$ cat src/design/status_indicator_pkg.sv
package status_indicator_pkg;
	localparam int unsigned CLOCK_HZ = 100_000_000;
	localparam int unsigned CLOCK_NS = 10;
	// display link poll interval with no display fitted
	localparam int unsigned DISPLAY_POLL_MS = 2000;
	localparam int unsigned DISPLAY_POLL_CYCLES = DISPLAY_POLL_MS * (CLOCK_HZ / 1000);
	// visible flash stretch and blink half period
	localparam int unsigned STRETCH_MS = 50;
	localparam int unsigned STRETCH_CYCLES = STRETCH_MS * (CLOCK_HZ / 1000);
	localparam int unsigned BLINK_MS = 250;
	localparam int unsigned BLINK_CYCLES = BLINK_MS * (CLOCK_HZ / 1000);
	// button debounce time
	localparam int unsigned DEBOUNCE_MS = 20;
	localparam int unsigned DEBOUNCE_CYCLES = DEBOUNCE_MS * (CLOCK_HZ / 1000);
	localparam int unsigned COUNT_W = 28;

	// Wishbone register map (byte addresses)
	localparam logic [7:0] CONTROL_ADDR = 8'h00;
	localparam logic [7:0] STATUS_ADDR = 8'h04;
	localparam logic [7:0] EVENT_ADDR = 8'h08;
	// control register fields
	localparam int unsigned CTRL_BOOT_DONE = 0;
	localparam int unsigned CTRL_CODE_VALID = 1;
	localparam int unsigned CTRL_HW_FAULT = 2;
	localparam int unsigned CTRL_REBOOT_NEEDED = 3;
	localparam int unsigned CTRL_DISPLAY_FITTED = 4;
	localparam int unsigned CTRL_IDENT_CLEAR = 5;
	localparam int unsigned CTRL_W = 6;
	localparam logic [CTRL_W-1:0] CONTROL_RESET = 6'h00;
	// event register: write one to pulse
	localparam int unsigned EV_ALARM_ACK = 0;
	localparam int unsigned EV_SOFT_REBOOT = 1;

	typedef enum logic [2:0]
	{
		alarm_normal = 3'b001,
		alarm_active = 3'b010,
		alarm_acked = 3'b100
	} alarm_state_t;

	typedef struct packed
	{
		logic display_attempt;
		logic heartbeat;
		logic host_rx;
		logic host_tx;
		logic field_rx;
		logic module_traffic;
		logic relay_on;
		logic alarm_cond;
		logic alarm_raise;
		logic link_up;
	} status_in_t;

	typedef struct packed
	{
		logic display_link_send_led;
		logic heartbeat_led;
		logic code_led;
		logic host_serial_receive_led;
		logic host_serial_send_led;
		logic relay_output_led;
		logic service_led;
		logic field_traffic_led;
		logic link_led;
		logic module_traffic_led;
		logic alarm_green;
		logic alarm_red;
	} led_out_t;
endpackage

$ cat src/design/activity_stretch.sv
`timescale 1ns/10ps
module activity_stretch #(
	parameter int unsigned LENGTH = status_indicator_pkg::STRETCH_CYCLES
)
(
	input wire logic i_clock,
	input wire logic i_rst_b,
	input wire logic i_event,
	output logic o_led
);
	logic [status_indicator_pkg::COUNT_W-1:0] count;
	logic [status_indicator_pkg::COUNT_W-1:0] next_count;

	// each event restarts the pulse; a burst reads as one long flash
	always_comb
	begin
		next_count = count;
		if (i_event)
			next_count = status_indicator_pkg::COUNT_W'(LENGTH);
		else if (count != '0)
			next_count = count - 1'b1;
	end

	always_ff @(posedge i_clock)
	begin
		if (!i_rst_b)
			count <= '0;
		else
			count <= next_count;
	end

	assign o_led = (count != '0);
endmodule // activity_stretch

$ cat src/design/button_filter.sv
`timescale 1ns/10ps
module button_filter #(
	parameter int unsigned SETTLE = status_indicator_pkg::DEBOUNCE_CYCLES
)
(
	input wire logic i_clock,
	input wire logic i_rst_b,
	input wire logic i_button_b,
	output logic o_press
);
	logic sync_a;
	logic sync_b;
	logic stable;
	logic [status_indicator_pkg::COUNT_W-1:0] count;
	logic next_sync_a;
	logic next_sync_b;
	logic next_stable;
	logic [status_indicator_pkg::COUNT_W-1:0] next_count;

	// pin is active low; two flops before the filter reads it
	always_comb
	begin
		next_sync_a = ~i_button_b;
		next_sync_b = sync_a;
		next_stable = stable;
		next_count = '0;
		if (sync_b != stable)
		begin
			next_count = count + 1'b1;
			if (count == status_indicator_pkg::COUNT_W'(SETTLE))
			begin
				next_stable = sync_b;
				next_count = '0;
			end
		end
	end

	always_ff @(posedge i_clock)
	begin
		if (!i_rst_b)
		begin
			sync_a <= 1'b0;
			sync_b <= 1'b0;
			stable <= 1'b0;
			count <= '0;
		end
		else
		begin
			sync_a <= next_sync_a;
			sync_b <= next_sync_b;
			stable <= next_stable;
			count <= next_count;
		end
	end

	assign o_press = next_stable & ~stable;
endmodule // button_filter

$ cat src/design/status_indicator_controller.sv
// Implementation choices: the register addresses and register access over Wishbone.
`timescale 1ns/10ps
// Behaviour
// - display send led flashes on every display-link attempt, fitted or not.
// - with no display fitted, attempts and flashes recur every two seconds.
// - heartbeat led steady during boot, then flashes with processor activity.
// - code led steady while booting or code missing; download allowed then.
// - host receive led off normally, flashes on host serial receive.
// - host send led off normally, flashes on host serial send.
// - relay led flashes while relay energised and alarm condition present.
// - service led steady on hardware fault or after identify press.
// - service led flashes when a reboot is required.
// - field traffic led flashes on field-link receive.
// - network left led lit while wired link detected.
// - network right led shows module to board serial traffic.
// - alarm led steady green in normal operation without pending alarm.
// - configured-severity alarm turns alarm led red and flashing.
// - alarm acknowledge clears red flashing and turns alarm led off.
// - reboot button reboots exactly as software reboot, losing volatile data.
// - identify press broadcasts node and program identifiers on field link.
module status_indicator_controller #(
	parameter int unsigned POLL_CYCLES = status_indicator_pkg::DISPLAY_POLL_CYCLES,
	parameter int unsigned STRETCH = status_indicator_pkg::STRETCH_CYCLES,
	parameter int unsigned BLINK = status_indicator_pkg::BLINK_CYCLES,
	parameter int unsigned SETTLE = status_indicator_pkg::DEBOUNCE_CYCLES
)
(
	input wire logic i_clock,
	input wire logic i_rst_b,
	input wire logic i_wb_cyc,
	input wire logic i_wb_stb,
	input wire logic i_wb_we,
	input wire logic [7:0] i_wb_adr,
	input wire logic [3:0] i_wb_sel,
	input wire logic [31:0] i_wb_dat,
	output logic [31:0] o_wb_dat,
	output logic o_wb_ack,
	input wire status_indicator_pkg::status_in_t i_status,
	input wire logic i_reboot_button_b,
	input wire logic i_identify_button_b,
	output status_indicator_pkg::led_out_t o_leds,
	output logic o_display_poll,
	output logic o_download_enable,
	output logic o_reboot_request,
	output logic o_identify_broadcast
);
	logic [status_indicator_pkg::CTRL_W-1:0] control;
	logic [status_indicator_pkg::CTRL_W-1:0] next_control;
	logic ack;
	logic next_ack;
	logic [31:0] rdata;
	logic [31:0] next_rdata;
	logic ev_ack;
	logic ev_reboot;
	logic ident_seen;
	logic next_ident_seen;
	logic [status_indicator_pkg::COUNT_W-1:0] poll_count;
	logic [status_indicator_pkg::COUNT_W-1:0] next_poll_count;
	logic [status_indicator_pkg::COUNT_W-1:0] blink_count;
	logic [status_indicator_pkg::COUNT_W-1:0] next_blink_count;
	logic blink;
	logic next_blink;
	status_indicator_pkg::alarm_state_t alarm;
	status_indicator_pkg::alarm_state_t next_alarm;
	status_indicator_pkg::led_out_t leds;
	status_indicator_pkg::led_out_t next_leds;
	logic poll;
	logic next_poll;
	logic reboot_req;
	logic next_reboot_req;
	logic ident_req;
	logic next_ident_req;
	logic reboot_press;
	logic ident_press;
	logic display_attempt;
	logic [5:0] stretched;
	logic booting;
	logic wb_write;

	// sync inputs from other logic on this clock need no synchroniser
	assign wb_write = i_wb_cyc & i_wb_stb & i_wb_we & ~ack;
	assign ev_ack = wb_write & i_wb_sel[0]
		& (i_wb_adr == status_indicator_pkg::EVENT_ADDR)
		& i_wb_dat[status_indicator_pkg::EV_ALARM_ACK];
	assign ev_reboot = wb_write & i_wb_sel[0]
		& (i_wb_adr == status_indicator_pkg::EVENT_ADDR)
		& i_wb_dat[status_indicator_pkg::EV_SOFT_REBOOT];
	assign booting = ~control[status_indicator_pkg::CTRL_BOOT_DONE];

	button_filter #(.SETTLE(SETTLE)) reboot_filter
	(
		.i_clock(i_clock),
		.i_rst_b(i_rst_b),
		.i_button_b(i_reboot_button_b),
		.o_press(reboot_press)
	);

	button_filter #(.SETTLE(SETTLE)) identify_filter
	(
		.i_clock(i_clock),
		.i_rst_b(i_rst_b),
		.i_button_b(i_identify_button_b),
		.o_press(ident_press)
	);

	// the firmware's attempts, plus own polls when no display
	assign display_attempt = i_status.display_attempt | poll;

	activity_stretch #(.LENGTH(STRETCH)) stretch_display
	(
		.i_clock(i_clock),
		.i_rst_b(i_rst_b),
		.i_event(display_attempt),
		.o_led(stretched[0])
	);

	activity_stretch #(.LENGTH(STRETCH)) stretch_heart
	(
		.i_clock(i_clock),
		.i_rst_b(i_rst_b),
		.i_event(i_status.heartbeat),
		.o_led(stretched[1])
	);

	activity_stretch #(.LENGTH(STRETCH)) stretch_host_rx
	(
		.i_clock(i_clock),
		.i_rst_b(i_rst_b),
		.i_event(i_status.host_rx),
		.o_led(stretched[2])
	);

	activity_stretch #(.LENGTH(STRETCH)) stretch_host_tx
	(
		.i_clock(i_clock),
		.i_rst_b(i_rst_b),
		.i_event(i_status.host_tx),
		.o_led(stretched[3])
	);

	activity_stretch #(.LENGTH(STRETCH)) stretch_field
	(
		.i_clock(i_clock),
		.i_rst_b(i_rst_b),
		.i_event(i_status.field_rx),
		.o_led(stretched[4])
	);

	activity_stretch #(.LENGTH(STRETCH)) stretch_module
	(
		.i_clock(i_clock),
		.i_rst_b(i_rst_b),
		.i_event(i_status.module_traffic),
		.o_led(stretched[5])
	);

	// register slave, blink divider, poll timer and identify latch
	always_comb
	begin
		next_control = control;
		next_ack = i_wb_cyc & i_wb_stb & ~ack;
		next_rdata = 32'h0000_0000;
		if (wb_write & i_wb_sel[0]
			& (i_wb_adr == status_indicator_pkg::CONTROL_ADDR))
			next_control = i_wb_dat[status_indicator_pkg::CTRL_W-1:0];
		unique case (i_wb_adr)
			status_indicator_pkg::CONTROL_ADDR:
				next_rdata = {26'h000_0000, control};
			status_indicator_pkg::STATUS_ADDR:
				next_rdata = {16'h0000, ident_seen, alarm, leds};
			default:
				next_rdata = 32'h0000_0000;
		endcase

		next_blink_count = blink_count + 1'b1;
		next_blink = blink;
		if (blink_count == status_indicator_pkg::COUNT_W'(BLINK - 1))
		begin
			next_blink_count = '0;
			next_blink = ~blink;
		end

		// poll runs only while no display is fitted
		next_poll = 1'b0;
		next_poll_count = poll_count + 1'b1;
		if (control[status_indicator_pkg::CTRL_DISPLAY_FITTED])
			next_poll_count = '0;
		else if (poll_count == status_indicator_pkg::COUNT_W'(POLL_CYCLES - 1))
		begin
			next_poll_count = '0;
			next_poll = 1'b1;
		end

		// a press in the clear cycle wins over the clear
		next_ident_seen = ident_seen;
		if (control[status_indicator_pkg::CTRL_IDENT_CLEAR])
			next_ident_seen = 1'b0;
		if (ident_press)
			next_ident_seen = 1'b1;

		next_ident_req = ident_press;
		// button and software reboot share one request
		next_reboot_req = reboot_press | ev_reboot;
	end

	// alarm state machine
	always_comb
	begin
		next_alarm = alarm;
		unique case (alarm)
			status_indicator_pkg::alarm_normal:
				if (i_status.alarm_raise)
					next_alarm = status_indicator_pkg::alarm_active;
			status_indicator_pkg::alarm_active:
				if (ev_ack & ~i_status.alarm_raise)
					next_alarm = status_indicator_pkg::alarm_acked;
			status_indicator_pkg::alarm_acked:
				if (i_status.alarm_raise)
					next_alarm = status_indicator_pkg::alarm_active;
			default:
				next_alarm = status_indicator_pkg::alarm_normal;
		endcase
	end

	// led drive
	always_comb
	begin
		next_leds.display_link_send_led = stretched[0];
		next_leds.heartbeat_led = booting | stretched[1];
		next_leds.code_led = booting
			| ~control[status_indicator_pkg::CTRL_CODE_VALID];
		next_leds.host_serial_receive_led = stretched[2];
		next_leds.host_serial_send_led = stretched[3];
		next_leds.relay_output_led = i_status.relay_on
			& i_status.alarm_cond & blink;
		// reboot flashing takes priority over steady service states
		if (control[status_indicator_pkg::CTRL_REBOOT_NEEDED])
			next_leds.service_led = blink;
		else
			next_leds.service_led = control[status_indicator_pkg::CTRL_HW_FAULT]
				| ident_seen;
		next_leds.field_traffic_led = stretched[4];
		next_leds.link_led = i_status.link_up;
		next_leds.module_traffic_led = stretched[5];
		next_leds.alarm_green =
			(alarm == status_indicator_pkg::alarm_normal);
		next_leds.alarm_red =
			(alarm == status_indicator_pkg::alarm_active) & blink;
	end

	always_ff @(posedge i_clock)
	begin
		if (!i_rst_b)
		begin
			control <= status_indicator_pkg::CONTROL_RESET;
			ack <= 1'b0;
			rdata <= 32'h0000_0000;
			blink_count <= '0;
			blink <= 1'b0;
			poll_count <= '0;
			poll <= 1'b0;
			ident_seen <= 1'b0;
			ident_req <= 1'b0;
			reboot_req <= 1'b0;
			alarm <= status_indicator_pkg::alarm_normal;
			leds <= '0;
		end
		else
		begin
			control <= next_control;
			ack <= next_ack;
			rdata <= next_rdata;
			blink_count <= next_blink_count;
			blink <= next_blink;
			poll_count <= next_poll_count;
			poll <= next_poll;
			ident_seen <= next_ident_seen;
			ident_req <= next_ident_req;
			reboot_req <= next_reboot_req;
			alarm <= next_alarm;
			leds <= next_leds;
		end
	end

	assign o_wb_ack = ack;
	assign o_wb_dat = rdata;
	assign o_leds = leds;
	assign o_display_poll = poll;
	assign o_download_enable = leds.code_led;
	assign o_reboot_request = reboot_req;
	assign o_identify_broadcast = ident_req;
endmodule // status_indicator_controller

$ cat config.mk
export PLATFORM = sky130hd
export DESIGN_NAME = status_indicator_controller
export DESIGN_NICKNAME = d
export VERILOG_FILES = /design/src/design/status_indicator_pkg.sv /design/src/design/activity_stretch.sv /design/src/design/button_filter.sv /design/src/design/status_indicator_controller.sv
export SDC_FILE = /design/constraint.sdc
export NUM_CORES = 1
export LEC_CHECK = 0
export BUFFER_PORTS_ARGS = -buffer_cell sky130_fd_sc_hd__buf_4
export CAP_MARGIN = 20
export CORE_MARGIN = 3
export CORE_UTILIZATION = 40
export CTS_CLUSTER_SIZE = 16
export DETAILED_ROUTE_END_ITERATION = 10
export RECOVER_POWER = 100
export SLEW_MARGIN = 20
export SYNTH_ARGS = -nofsm -noshare
export SYNTH_HDL_FRONTEND = slang
export SYNTH_SLANG_ARGS = --single-unit
$ cat constraint.sdc
create_clock -name i_clock -period 3.13 [get_ports i_clock]
set_input_delay 0.313 -clock i_clock [delete_from_list [all_inputs] [get_ports i_clock]]
set_output_delay 0.313 -clock i_clock [all_outputs]
set_load 0.01 [all_outputs]
# [Word level (Yosys, flattened, before mapping)]
# Index checks and enable logic that the tools add are counted.
[classes] add_sub_neg=10 eq_ne=13 mux=24 n_bitwise=32 reduce_logical=27
[op_table] op="23-bit two-way mux" count=12
[op_table] op="28-bit nonzero test" count=6
[op_table] op="28-bit by 1-bit subtractor with 28-bit output, second input constant" count=6
[op_table] op="28-bit by 1-bit adder with 28-bit output, second input constant" count=4
[op_table] op="28-bit by 21-bit == test with 1-bit output, second input constant" count=2
[op_table] op="16-bit one-hot mux with 2 select lines" count=1
[op_table] op="28-bit by 25-bit == test with 1-bit output, second input constant" count=1
[op_table] op="28-bit == test, second input constant" count=1
[op_table] op="2-bit OR reduction" count=9
[op_table] op="1-bit AND" count=15
[op_table] op="2-bit nonzero test" count=7
[op_table] op="1-bit inverter" count=12
[op_table] op="3-bit OR reduction" count=3
[op_table] op="8-bit by 3-bit == test with 1-bit output, second input constant" count=1
[op_table] op="8-bit by 4-bit == test with 1-bit output, second input constant" count=1
[op_table] op="8-bit zero test" count=1
[op_table] op="1-bit two-way mux" count=8
[op_table] op="3-bit two-way mux" count=2
[op_table] op="3-bit one-hot mux with 2 select lines" count=1
[op_table] op="1-bit bitwise OR" count=5
[op_table] op="3-bit by 1-bit == test with 1-bit output, second input constant" count=1
[op_table] op="3-bit by 2-bit == test with 1-bit output, second input constant" count=1
[op_table] op="3-bit == test, second input constant" count=1
[op_table] op="1-bit != test" count=2
[op_table] op="3 further kinds" count=3
[totals] regBits=345 inputBits=61 output_inout_bits=49 wordCells=149

# [Longest topological paths before layout]
# Gate-level depths: netlist of run 1.
[depth] depth_word=9 mapped_depth=9 depth_no_buf=7

# [Hierarchy]
# From an unflattened synthesis of run 1, not the netlist that was laid out.
[unflattened] cells_unflattened=1736 area_unflattened_um2=15461.1
[by_module_without_submodules] mod="activity_stretch" n_inst=6 cells_per_inst=160 area_per_inst_um2=1398.8 seq_area_each_um2=560.5
[by_module_without_submodules] mod="status_indicator_controller" n_inst=1 cells_per_inst=446 area_per_inst_um2=4120.2 seq_area_each_um2=1981.9
[by_module_without_submodules] mod="button_filter" n_inst=2 cells_per_inst=165 area_per_inst_um2=1473.9 seq_area_each_um2=620.6

# [Worst setup path after synthesis of run 1]
# OpenSTA, ideal clock, no wires.
[synth_path] path_type="flip-flop to flip-flop" from="reg stretch_module.count[0] in the netlist's numbering" to="reg stretch_module.count[2] in the netlist's numbering" setup_ns=0.128 t_arrival_ns=2.387 required_time_ns=3.002 path_slack_ns=0.616 path_stages_with_launch=10 n_path_buf=2 period_less_slack_ns=2.514 path_cell_list="dfxtp_1 inv_1 ha_1 or4b_2 or4_1 clkbuf_1 o31ai_1 buf_2 xor2_1 nor2_1"
[synth_via] elab_chain_cells=1 word_cells_on_any_way=2 classes_between="add/sub: 1; reduce/logical: 1"
[synth_lines] item="from (decl)" line_no="activity_stretch.sv:11" rtl="logic [status_indicator_pkg::COUNT_W-1:0] count;"
[synth_lines] item="from (signal assigned)" line_no="activity_stretch.sv:29" rtl="count <= next_count;"
[synth_lines] item="28-bit by 1-bit subtractor with 28-bit output / 28-bit nonzero test (equally long branches)" line_no="activity_stretch.sv:21, activity_stretch.sv:20"
# Parallel ways exist; a longest one is shown, timed or not.
# A chain may end at the register's enable or synchronous reset.

# [Final worst setup path of run 1]
[layout_path] from="reg stretch_display.count[2] in the netlist's numbering" to="reg stretch_display.count[11] in the netlist's numbering"
[layout_via] elab_chain_cells=3 word_cells_on_any_way=5 classes_between="add/sub: 1; mux: 2; reduce/logical: 2"
[layout_lines] item="from (decl)" line_no="activity_stretch.sv:11"
[layout_lines] item="from (signal assigned)" line_no="activity_stretch.sv:29"
[layout_lines] item="28-bit by 1-bit subtractor with 28-bit output" line_no="activity_stretch.sv:21" rtl="next_count = count - 1'b1;"
[layout_lines] item="23-bit two-way mux" line_no="activity_stretch.sv:20" rtl="else if (count != '0)"
[layout_lines] item="23-bit two-way mux" line_no="activity_stretch.sv:18" rtl="if (i_event)"
# Parallel ways exist; a longest one is shown, timed or not. The select of a mux whose other input is x is not followed.

==> metrics.md, run 1 <==
| Metric | Value |
|---|---|
| Status | finished with violations |
| Failing checks | capacitance limit, slew limit |
| Syn-to-layout area delta | 14.4% |
| CTS root buf | clkbuf_16 |
| Peak supply drop | between 0.3 and 0.4 mV |
| Final Core Density | 46.8% |
| Minimum clock period | 2830 ps |
| First DRT Iteration DRCs | 590 |
| Port bufs | 64 |
| Count leader, synth | dfxtp_1 |
| Mux contribution to synthesized area | 0.275% |
| Die Y | between 150 and 200 µm |
| Crit end category | flop |
| CTS H-tree lvls | 2 |
| Reg area | 6590 µm² |
| Footprint of the multi-input gates | a little under 8000 µm² |
| Largest net degree at the start of global routing | 35 |
| YS warnings | 0 |
| Placed insts | ~2.2k |
| Setup TNS | 0 ps |
| Total power | between 10 and 15 mW |
| Crit path max-delay cell type | or4_1 |
| GR met1 Demand/Resource | 22.5% |
| Max incr delay on CP | 850 ps |
| Global routing's busiest layer | met2 |
| Library cells used by synthesis | between 60 and 70 |
| Nets@finish | approximately 1.9k |
| Yosys top cell by area | dfxtp_1 |
| CTS Buf Count | 38 |
| Area after DPL | ~16,000 µm² |
| Synthesized instance count | about 1.7k |
| CP Launch Type | flop |
| Largest family of logic cells by synthesized area | simple AND/OR/NAND/NOR gates |
| Yosys reg bits | between 300 and 400 |
| Congestion Overflow GR | 0 |
| Worst min path class | in2reg |
| Latest clock arrival within the worst-skew pair | roughly 520 ps |
| Synth Flop Type | dfxtp_1 |
| DP Worst Slack | about 420 ps |
| Synth top cells by count | dfxtp_1 (329), nor2_1 (238), xnor2_1 (102) |
| Share of layout cells above drive strength 1 | under 10% |
| TritonRoute pass-1 iters | 5 |
| Met2 global-route usage | between 20% and 30% |
| Post-synth EDFFs | 0 |
| Setup Fix Bufs, Post-CTS | 0 |
| First-pass GRT wire length | about 56,000 µm |
| Clock tree buffer depth | 3 |
| DRC | 0 |
| Worst EP arrival | 3240 ps |
| GPL Wtd Cong | 0.807 |
| Non-filler cells, final | 2,302 |
| Final setup vio count | 0 |
| Critical path's top delay family | simple AND/OR/NAND/NOR gates |
| Fraction of registers with async set or reset after synthesis | 0% |
| Post-synthesis adder-cell area fraction | ~1.3% |
| Std-Cell Rows | 70 |
| Post-Synth XOR/XNOR Area | between 10% and 20% |
| Clock skew | 14.3 ps |
| Leak Pwr | between 5 and 6 nW |
| Initial antenna violation count | 0 |
| Sequential area share after synthesis | between 40% and 50% |
| Die width | 200 µm |
| Fin. Hold Viols | 0 |
| Worst EP required | ~3500 ps |
| Routed WL | approximately 33,000 µm |
| Setup CP Type | reg2reg |
| Post-CTS Hold Buffers | 4 |
| Most frequent CP cell | or4_1 |
| Initial core utilization | between 40% and 50% |
| Final hold slack | around 28 ps |
| Fmax | 0.353 GHz |
| Post-synthesis simple-gate area fraction | ~29% |
| Vias per Instance | approximately 5.4 |
| Area contributors post-synth | dfxtp_1 (44%), nor2_1 (5.9%), xnor2_1 (5.9%), xor2_1 (4.2%), a21oi_1 (3.1%) |
| Fin worst setup slack | 295 ps |
| IO Pins | 110 |
| PwrDens | about 600 nW/µm² |
| Die footprint | 39,900 µm² |
| Clock tree from TritonCTS | done |
| Actual slew at the worst max-slew pin | approximately 1800 ps |
| Antenna Violating Nets Remaining | 0 |
| Clk sinks | 329 |
| Syn_area_per_cell | 8.68 µm² |
| Core area | 36,800 µm² |
| Vias in the first global route | around 12k |
| Post-DP HPWL | between 20,000 and 25,000 µm |
| Ant diodes | 0 |
| Fillers | between 3k and 4k |
| Final Instance Area | roughly 17,000 µm² |
| Max-Cap Viols | 1 |
| Relative slew slack | -21.7% |
| Routed len/inst | roughly 14 µm |
| Crit path max fanout | 14 |
| RSZ-0062 raised after global routing | no |
| Compound-gate portion of the synthesized area | 11.7% |
| Clock transition at the registers of the reported paths | 60 ps |
| Final period util | 90.6% |
| Synthesized area | 15,000 µm² |
| Critical path buffers and inverters | 0 |
| Post-CTS Resized | 0 |
| GRT Util Overall | approximately 16% |
| Vias | approximately 13k |
| Crit-path cells | or4_1 -> or4_1 -> o211ai_4 -> nor4_1 -> o41a_1 |
| Yosys top cell area share | 43.8% |
| Final Slew Violations | 35 |
| M3 GR Usage | ~3.1% |
## worst paths after layout
check                                   start                         to  slack (ps)  cells after the start
setup / recovery     stretch_display.count[2]  stretch_display.count[11]         300                      5
hold / removal                    i_status[2]                  o_leds[6]          30                      3
setup reg to reg     stretch_display.count[2]  stretch_display.count[11]         300                      5
hold reg to reg   identify_filter.next_sync_b     identify_filter.sync_b         440                      1
## sequential cells by signal, summed over array words and instances, names as in the netlist, 3 cells and up
register and cells:
blink_count 28, identify_filter.count 28, poll_count 28, reboot_filter.count 28, stretch_display.count 28, stretch_field.count 28
stretch_heart.count 28, stretch_host_rx.count 28, stretch_host_tx.count 28, stretch_module.count 28, o_wb_dat 16, o_leds 11
control 6, alarm 3
## cells in the final DEF (no fill, tap or decap), drive strengths merged, types with 10 or more instances in the layout
| cell type | instances |
|---|---|
| dfxtp | 329 |
| nor2 | 238 |
| clkbuf | 110 |
| xnor2 | 102 |
| a21oi | 93 |
| nand2 | 78 |
| xor2 | 72 |
| or3 | 68 |
| nor3 | 68 |
| nor4 | 68 |
| nand3 | 59 |
| or4 | 53 |
| nand4 | 48 |
| o21ai | 46 |
| buf | 44 |
| inv | 43 |
| o31ai | 34 |
| and3 | 28 |
| or2 | 19 |
| o211ai | 19 |
| a31oi | 16 |
| ha | 16 |
| conb | 16 |
| o31a | 15 |
| and4 | 14 |
| a211oi | 14 |
| nand2b | 13 |
| nor4b | 10 |
## routing by layer
metal  vias to the layer above  wire (µm)
li1                       6391          -
met2                       188      15000
met4                         0        551
met3                        46       1450
met5                         -          0
met1                      5891      16100
## kinds of logic after synthesis
kind of cell,after synthesis
compound gates,271
xor+xnor,174
fa+ha+maj,16
buf+inv,127
flops,329
mux,4
other cells,1
simple gates,809
## report_power, final
part | internal [mW] | leakage (nW) | total, mW | switching (mW)
registers | 4.34 | 2.68 | 4.48 | 0.140
clock network | 3.01 | 0.654 | 4.72 | 1.71
logic | 0.436 | 2.56 | 1.11 | 0.675
## worst min-delay path, delay by kind of cell
family                 cells  cell delay (ps)
and+or+nand+nor            2               90
buffers and inverters      1              110
## final cells by class
cell class	count	area share [%]
multi-input cells	1290	46.0
flip-flops and latches	329	38.3
clock buffers	54	6.60
repair buffers	104	3.46
well taps	468	3.40
clock inverters	12	1.27
inverters	45	0.982
Note: power is estimated with default switching activity, not from simulation.
==> run 2: changes to the inputs <==
--- a/config.mk
+++ b/config.mk
@@ -11,6 +11,7 @@
 export CORE_UTILIZATION = 40
 export CTS_CLUSTER_SIZE = 16
 export DETAILED_ROUTE_END_ITERATION = 10
+export GPL_TIMING_DRIVEN = 0
 export RECOVER_POWER = 100
 export SLEW_MARGIN = 20
 export SYNTH_ARGS = -nofsm -noshare
==> metrics.md, run 2 (synthesis results as in run 1) <==
| Metric | Value |
|---|---|
| Fmax | 0.341 GHz (-3.3%) |
| Die footprint | 39,900 µm² (unchanged) |
| Core area | 36,800 µm² (unchanged) |
| Antenna Violating Nets Remaining | 0 (unchanged) |
| Port bufs | 62 (-3.1%) |
| Clock transition at the registers of the reported paths | 60 ps (about the same) |
| Placed insts | 2,277 (+2.0%) |
| Largest net degree at the start of global routing | 14 (-60%) |
| PwrDens | 568 nW/µm² (-5.3%) |
| Routed len/inst | 15.3 µm (+6.3%) |
| Congestion Overflow GR | 0 (unchanged) |
| Power share of the clock group | 42.3% (-3.5 points) |
| Part of the power in registers | 46.0% (+2.6 points) |
| CTS Buf Count | 36 (-5.3%) |
| Status | complete, no violations |
| RSZ-0062 raised after global routing | no |
| Fillers | 3,657 (+1.1%) |
| Non-filler cells, final | 2,343 (+1.8%) |
| Die width | 200 µm (unchanged) |
| Routed wl met2 | 16,200 µm (+7.9%) |
| Footprint of the multi-input gates | 7920 µm² (about the same) |
| Initial antenna violation count | 0 (unchanged) |
| Reg area | 6590 µm² (unchanged) |
| Commonest cells after routing, fill and taps aside | dfxtp_1 (329), nor2_1 (238), xnor2_1 (102) |
| Initial core utilization | 40.9% (unchanged) |
| First DRT Iteration DRCs | 670 (+14%) |
| GRT Util Overall | 17.6% (+1.2 points) |
| Nets@finish | 1,929 (+2.3%) |
| Minimum clock period | 2930 ps (+98.0 ps) |
| Leak Pwr | 5.88 nW (-0.29%) |
| Comb pwr share | 11.7% (+0.9 points) |
| Ant diodes | 0 (unchanged) |
| Die Y | 200 µm (unchanged) |
| Latest clock arrival within the worst-skew pair | 530 ps (about the same) |
| Setup TNS | 0 ps (unchanged) |
| Syn-to-layout area delta | 14.2% |
| Vias | 12.8k (+2.6%) |
| Setup CP Type | reg2reg |
| Vias in the first global route | 11.9k (+2.4%) |
| CTS H-tree lvls | 2 (unchanged) |
| Worst EP arrival | 3350 ps (+110 ps) |
| Highest Signal Layer | met4 |
| Actual slew at the worst max-slew pin | 1340 ps (-491 ps) |
| Post-DP HPWL | 25,100 µm (+12%) |
| Share of layout cells above drive strength 1 | 7.47% (-0.44 points) |
| Flop2flop setup slack | 200 ps (-100 ps) |
| Final Slew Violations | 0 (-100%) |
| Met3 wire len | 1390 µm (-4.5%) |
| Worst min path class | in2reg |
| Max-Cap Viols | 0 (-1) |
| Vias per Instance | 5.48 (+0.81%) |
| Internal power | 7.21 mW (-7.4%) |
| Fin. Hold Viols | 0 (unchanged) |
| Commonest non-fill, non-tap cell in the layout | dfxtp_1 |
| Relative slew slack | 9.73% (+31 points) |
| Crit end category | flop |
| Routed WL | 35,800 µm (+8.2%) |
| Clk sinks | 329 (unchanged) |
| DRC | 0 (unchanged) |
| Final period util | 93.7% (+3.1 points) |
| DRT met1 WL | 17,600 µm (+8.9%) |
| Psw | 2.53 mW (+0.26%) |
| Std-Cell Rows | 70 (unchanged) |
| CP Launch Type | flop |
| GPL Wtd Cong | 0.827 (+2.5%) |
| Clock tree buffer depth | 3 (unchanged) |
| Crit path max fanout | 8 (-6) |
| TritonRoute pass-1 iters | 7 (+2) |
| CTS root buf | clkbuf_16 |
| First-pass GRT wire length | 58,700 µm (+5.2%) |
| Switching share of total power | 26.0% (+1.5 points) |
| Final setup vio count | 0 (unchanged) |
| Worst EP required | 3550 ps (about the same) |
| Peak supply drop | 0.337 mV (-6.2%) |
| Clock tree from TritonCTS | done |
| Clock skew | 18.9 ps (+4.59 ps) |
| Final hold slack | 50.1 ps (+22.1 ps) |
| IO Pins | 110 (unchanged) |
## run 2: changes by cell type in the layout (fill, tap and decap cells not counted), moves of 4 or more
cell,previous run,this run
clkbuf_2,5,1
bufinv_16,6,2
clkbuf_16,41,37
clkinv_2,3,12
clkbuf_1,56,100
## run 2: path summary, 6_finish.rpt
path                             startpoint                 endpoint  cells after the start
setup / recovery    stretch_module.count[0]  stretch_module.count[1]                      8
hold / removal                  i_wb_dat[5]               control[5]                      3
setup reg to reg    stretch_module.count[0]  stretch_module.count[1]                      8
hold reg to reg   reboot_filter.next_sync_b     reboot_filter.sync_b                      1
## run 2: through the flow
stage	worst slack (ps)	utilization (%)	area, µm²	power (mW)
CTS	239	47.2	17400	9.87
global route	53.3	46.7	17200	10.2
global placement	-89.9	43.9	16100	5.69
floorplan	616	-	15100	5.40
finish	197	46.7	17200	9.74
detailed placement	-95.1	43.9	16200	5.72
## run 2: what timing repair did
action | in CTS | in global routing
buffers inserted | 0 | 1
gates resized for setup | 2 | 0
hold buffers | 4 | 0
setup endpoints to repair | 4 | 4
hold endpoints to repair | 4 | 0
pin swaps | 0 | 1
## run 2: critical path, cell delays in order (launching register included)
cell and delay, ps:
dfxtp_1 310, inv_1 130, ha_1 170, or4b_2 590
or4_1 410, clkbuf_1 240, nor3_1 620, nor2b_1 110
a211oi_1 250
## run 2: area by class of cell
type,instances,share of cell area [%]
sequential,329,38.4
buffer,82,2.18
tap,468,3.41
clock inverter,14,0.700
inverter,45,0.984
multi-input combinational,1290,46.1
clock buffer,47,5.91
timing repair buffer,68,2.31
## run 2: layer usage
| layer | global-route usage (%) | vias up |
|---|---|---|
| li1 | - | 6473 |
| met1 | 24.5 | 6132 |
| met2 | 28.7 | 188 |
| met4 | 4.50 | 0 |
| met3 | 2.87 | 49 |
| met5 | 0 | - |
## run 2: power by group through the flow
stage / Combinational (mW) / Clock (mW) / Sequential, mW
floorplan: 0.863 / 0 / 4.53
global placement: 1.13 / 0 / 4.56
detailed placement: 1.15 / 0 / 4.57
CTS: 1.17 / 4.23 / 4.47
global route: 1.28 / 4.39 / 4.50
finish: 1.14 / 4.12 / 4.48
==> run 3: changes to the inputs <==
--- a/config.mk
+++ b/config.mk
@@ -5,13 +5,15 @@
 export SDC_FILE = /design/constraint.sdc
 export NUM_CORES = 1
 export LEC_CHECK = 0
-export BUFFER_PORTS_ARGS = -buffer_cell sky130_fd_sc_hd__buf_4
+export ABC_CLOCK_PERIOD_IN_PS = 3130
 export CAP_MARGIN = 20
 export CORE_MARGIN = 3
 export CORE_UTILIZATION = 40
 export CTS_CLUSTER_SIZE = 16
 export DETAILED_ROUTE_END_ITERATION = 10
+export DONT_BUFFER_PORTS = 1
 export GPL_TIMING_DRIVEN = 0
+export PLACE_DENSITY = 0.52
 export RECOVER_POWER = 100
 export SLEW_MARGIN = 20
 export SYNTH_ARGS = -nofsm -noshare
==> metrics.md, run 3 (synthesis results as in run 1) <==
| Metric | Value |
|---|---|
| Crit path max-delay cell type | or4_2 |
| Actual slew at the worst max-slew pin | 1360 ps (+25.2 ps) |
| Fin worst setup slack | 191 ps (-6.39 ps) |
| Setup CP Type | reg2reg |
| Levels on crit path | 8 (unchanged) |
| Fillers | 3,622 (-0.96%) |
| CTS Buf Count | 40 (+11%) |
| Placed insts | 2,214 (-2.8%) |
| RSZ-0062 raised after global routing | no |
| Clock skew | 14.9 ps (-3.92 ps) |
| Final setup vio count | 0 (unchanged) |
| Vias | 12.6k (-1.6%) |
| First DRT Iteration DRCs | 622 (-7.2%) |
| CP Launch Type | flop |
| Setup Fix Bufs, Post-CTS | 0 (unchanged) |
| Worst min path class | in2reg |
| Worst reg2reg endpoint | stretch_display.count[8] |
| Core area | 36,800 µm² (unchanged) |
| Die Y | 200 µm (unchanged) |
| Non-filler cells, final | 2,306 (-1.6%) |
| Peak supply drop | 0.448 mV (+33%) |
| Worst Setup EP | stretch_display.count[8] |
| CTS root buf | clkbuf_16 |
| TritonRoute pass-1 iters | 5 (-2) |
| Clock tree from TritonCTS | done |
| Latest clock arrival within the worst-skew pair | 550 ps (+20 ps) |
| Post-DP HPWL | 25,800 µm (+2.6%) |
| Most frequent CP cell | clkbuf_1 |
| Max-Cap Viols | 0 (unchanged) |
| Critical R2R Launch | stretch_display.count[2] |
| Minimum clock period | 2940 ps (+6.39 ps) |
| IO Pins | 110 (unchanged) |
| R2r worst-path depth | 8 (unchanged) |
| Max incr delay on CP | 680 ps (+60 ps) |
| First-pass GRT wire length | 60,700 µm (+3.4%) |
| Share of layout cells above drive strength 1 | 6.20% (-1.3 points) |
| Ant diodes | 0 (unchanged) |
| Clk sinks | 329 (unchanged) |
| Routed WL | 37,600 µm (+4.8%) |
| Final period util | 93.9% (+0.20 points) |
| Nets@finish | 1,886 (-2.2%) |
| Vias in the first global route | 11.7k (-1.5%) |
| Relative slew slack | 8.60% (-1.1 points) |
| Worst EP required | 3590 ps (+40 ps) |
| Commonest non-fill, non-tap cell in the layout | dfxtp_1 |
| GPL Wtd Cong | 0.821 (-0.77%) |
| Antenna Violating Nets Remaining | 0 (unchanged) |
| Die width | 200 µm (unchanged) |
| Critical path's top delay family | simple AND/OR/NAND/NOR gates |
| Clock tree buffer depth | 3 (unchanged) |
| Port bufs | 0 (-100%) |
| Crit-path cells | or4_1 -> clkbuf_1 -> or4_2 -> clkbuf_1 -> clkbuf_2 -> o21ai_1 -> o31ai_1 -> a31oi_1 |
| Clock transition at the registers of the reported paths | 60 ps (about the same) |
| DRC | 0 (unchanged) |
| Crit end category | flop |
| CTS H-tree lvls | 2 (unchanged) |
| Fin. Hold Viols | 0 (unchanged) |
| Worst Setup SP | stretch_display.count[2] |
| Initial core utilization | 40.9% (unchanged) |
| Crit path max fanout | 10 (+2) |
| Worst EP arrival | 3400 ps (+50 ps) |
| DP Worst Slack | -223 ps (-128 ps) |
| Largest net degree at the start of global routing | 13 (-1) |
| GRT Util Overall | 18.6% (+1.0 points) |
| Die footprint | 39,900 µm² (unchanged) |
| Status | complete, no violations |
| Fmax | 0.340 GHz (-0.22%) |
| Final Slew Violations | 0 (unchanged) |
| Routed len/inst | 16.3 µm (+6.5%) |
| Initial antenna violation count | 1 (+1) |
| Std-Cell Rows | 70 (unchanged) |
| Critical path buffers and inverters | 3 (+1) |
| Flop2flop setup slack | 190 ps (about the same) |
| Commonest cells after routing, fill and taps aside | dfxtp_1 (329), nor2_1 (238), xnor2_1 (102) |
| Congestion Overflow GR | 0 (unchanged) |
| PwrDens | 596 nW/µm² (+5.0%) |
| Total power | 10.2 mW (+4.8%) |
| Syn-to-layout area delta | 14.0% |
| Vias per Instance | 5.48 (about the same) |
| Leak Pwr | 5.81 nW (-1.1%) |
## run 3: cell types whose count changed in the layout (fill, tap and decap cells not counted), sizes merged
cell	delta
inv	+3
dlygate4sd3	+17
bufinv	+1
buf	-31
clkinv	-6
clkbuf	-22
clkinvlp	+1
## run 3: repair_timing
| action | CTS | global route |
|---|---|---|
| resized for setup | 2 | 2 |
| setup endpoints to repair | 12 | 1 |
| endpoints found under the hold margin | 26 | 0 |
| hold buffers | 21 | 0 |
## run 3: area by class of cell
type                    count  area (µm²)  share of cell area [%]
well taps                 468         586                    3.42
flip-flops and latches    329        6590                    38.4
clock buffers              58        1130                    6.59
repair buffers             21         210                    1.23
clock inverters            13         156                   0.913
inverters                  45         169                   0.986
multi-input cells        1290        7930                    46.3
plain buffers              82         372                    2.17
## run 3: worst reg2reg max path, cell delays in order (launching register included)
cell and delay, ps:
dfxtp_1 360, or4_1 530, clkbuf_1 190, or4_2 690, clkbuf_1 210, clkbuf_2 240, o21ai_1 330, o31ai_1 130
a31oi_1 180
## run 3: how the worst min path moves through the flow
stage,start,end,cells after the start
floorplan,i_identify_button_b,identify_filter.next_sync_b,1
global placement,i_identify_button_b,identify_filter.next_sync_b,1
detailed placement,i_identify_button_b,identify_filter.next_sync_b,1
CTS,i_status[9],stretch_display.count[6],3
global route,i_status[9],stretch_display.count[6],3
finish,i_status[9],stretch_display.count[6],3
## run 3: report_power, final
part	total [mW]	internal [mW]	switching, mW	leakage (nW)
clock network	4.60	2.76	1.83	0.630
registers	4.49	4.34	0.150	2.68
logic	1.13	0.424	0.703	2.50
total	10.2	7.52	2.69	5.81
## run 3: per-layer routing
layer,wire length [µm],GRT usage (%),share of wire (%),up-vias
li1,-,-,-,6409
met1,17900,25.1,48,5912
met2,16600,29.7,44,244
met3,2050,3.91,5.5,65
met4,958,6.49,2.6,2
met5,13,0,0.035,-
## run 3: through the flow
stage               TNS [ps]  util (%)  hold WS, ps  cell area [µm²]
floorplan                  0         -          380            15100
global placement       -1220      42.6          381            15700
detailed placement     -1210      42.6          383            15700
CTS                        0      46.7         3.16            17200
global route               0      46.6         40.1            17100
finish                     0      46.6         36.5            17100
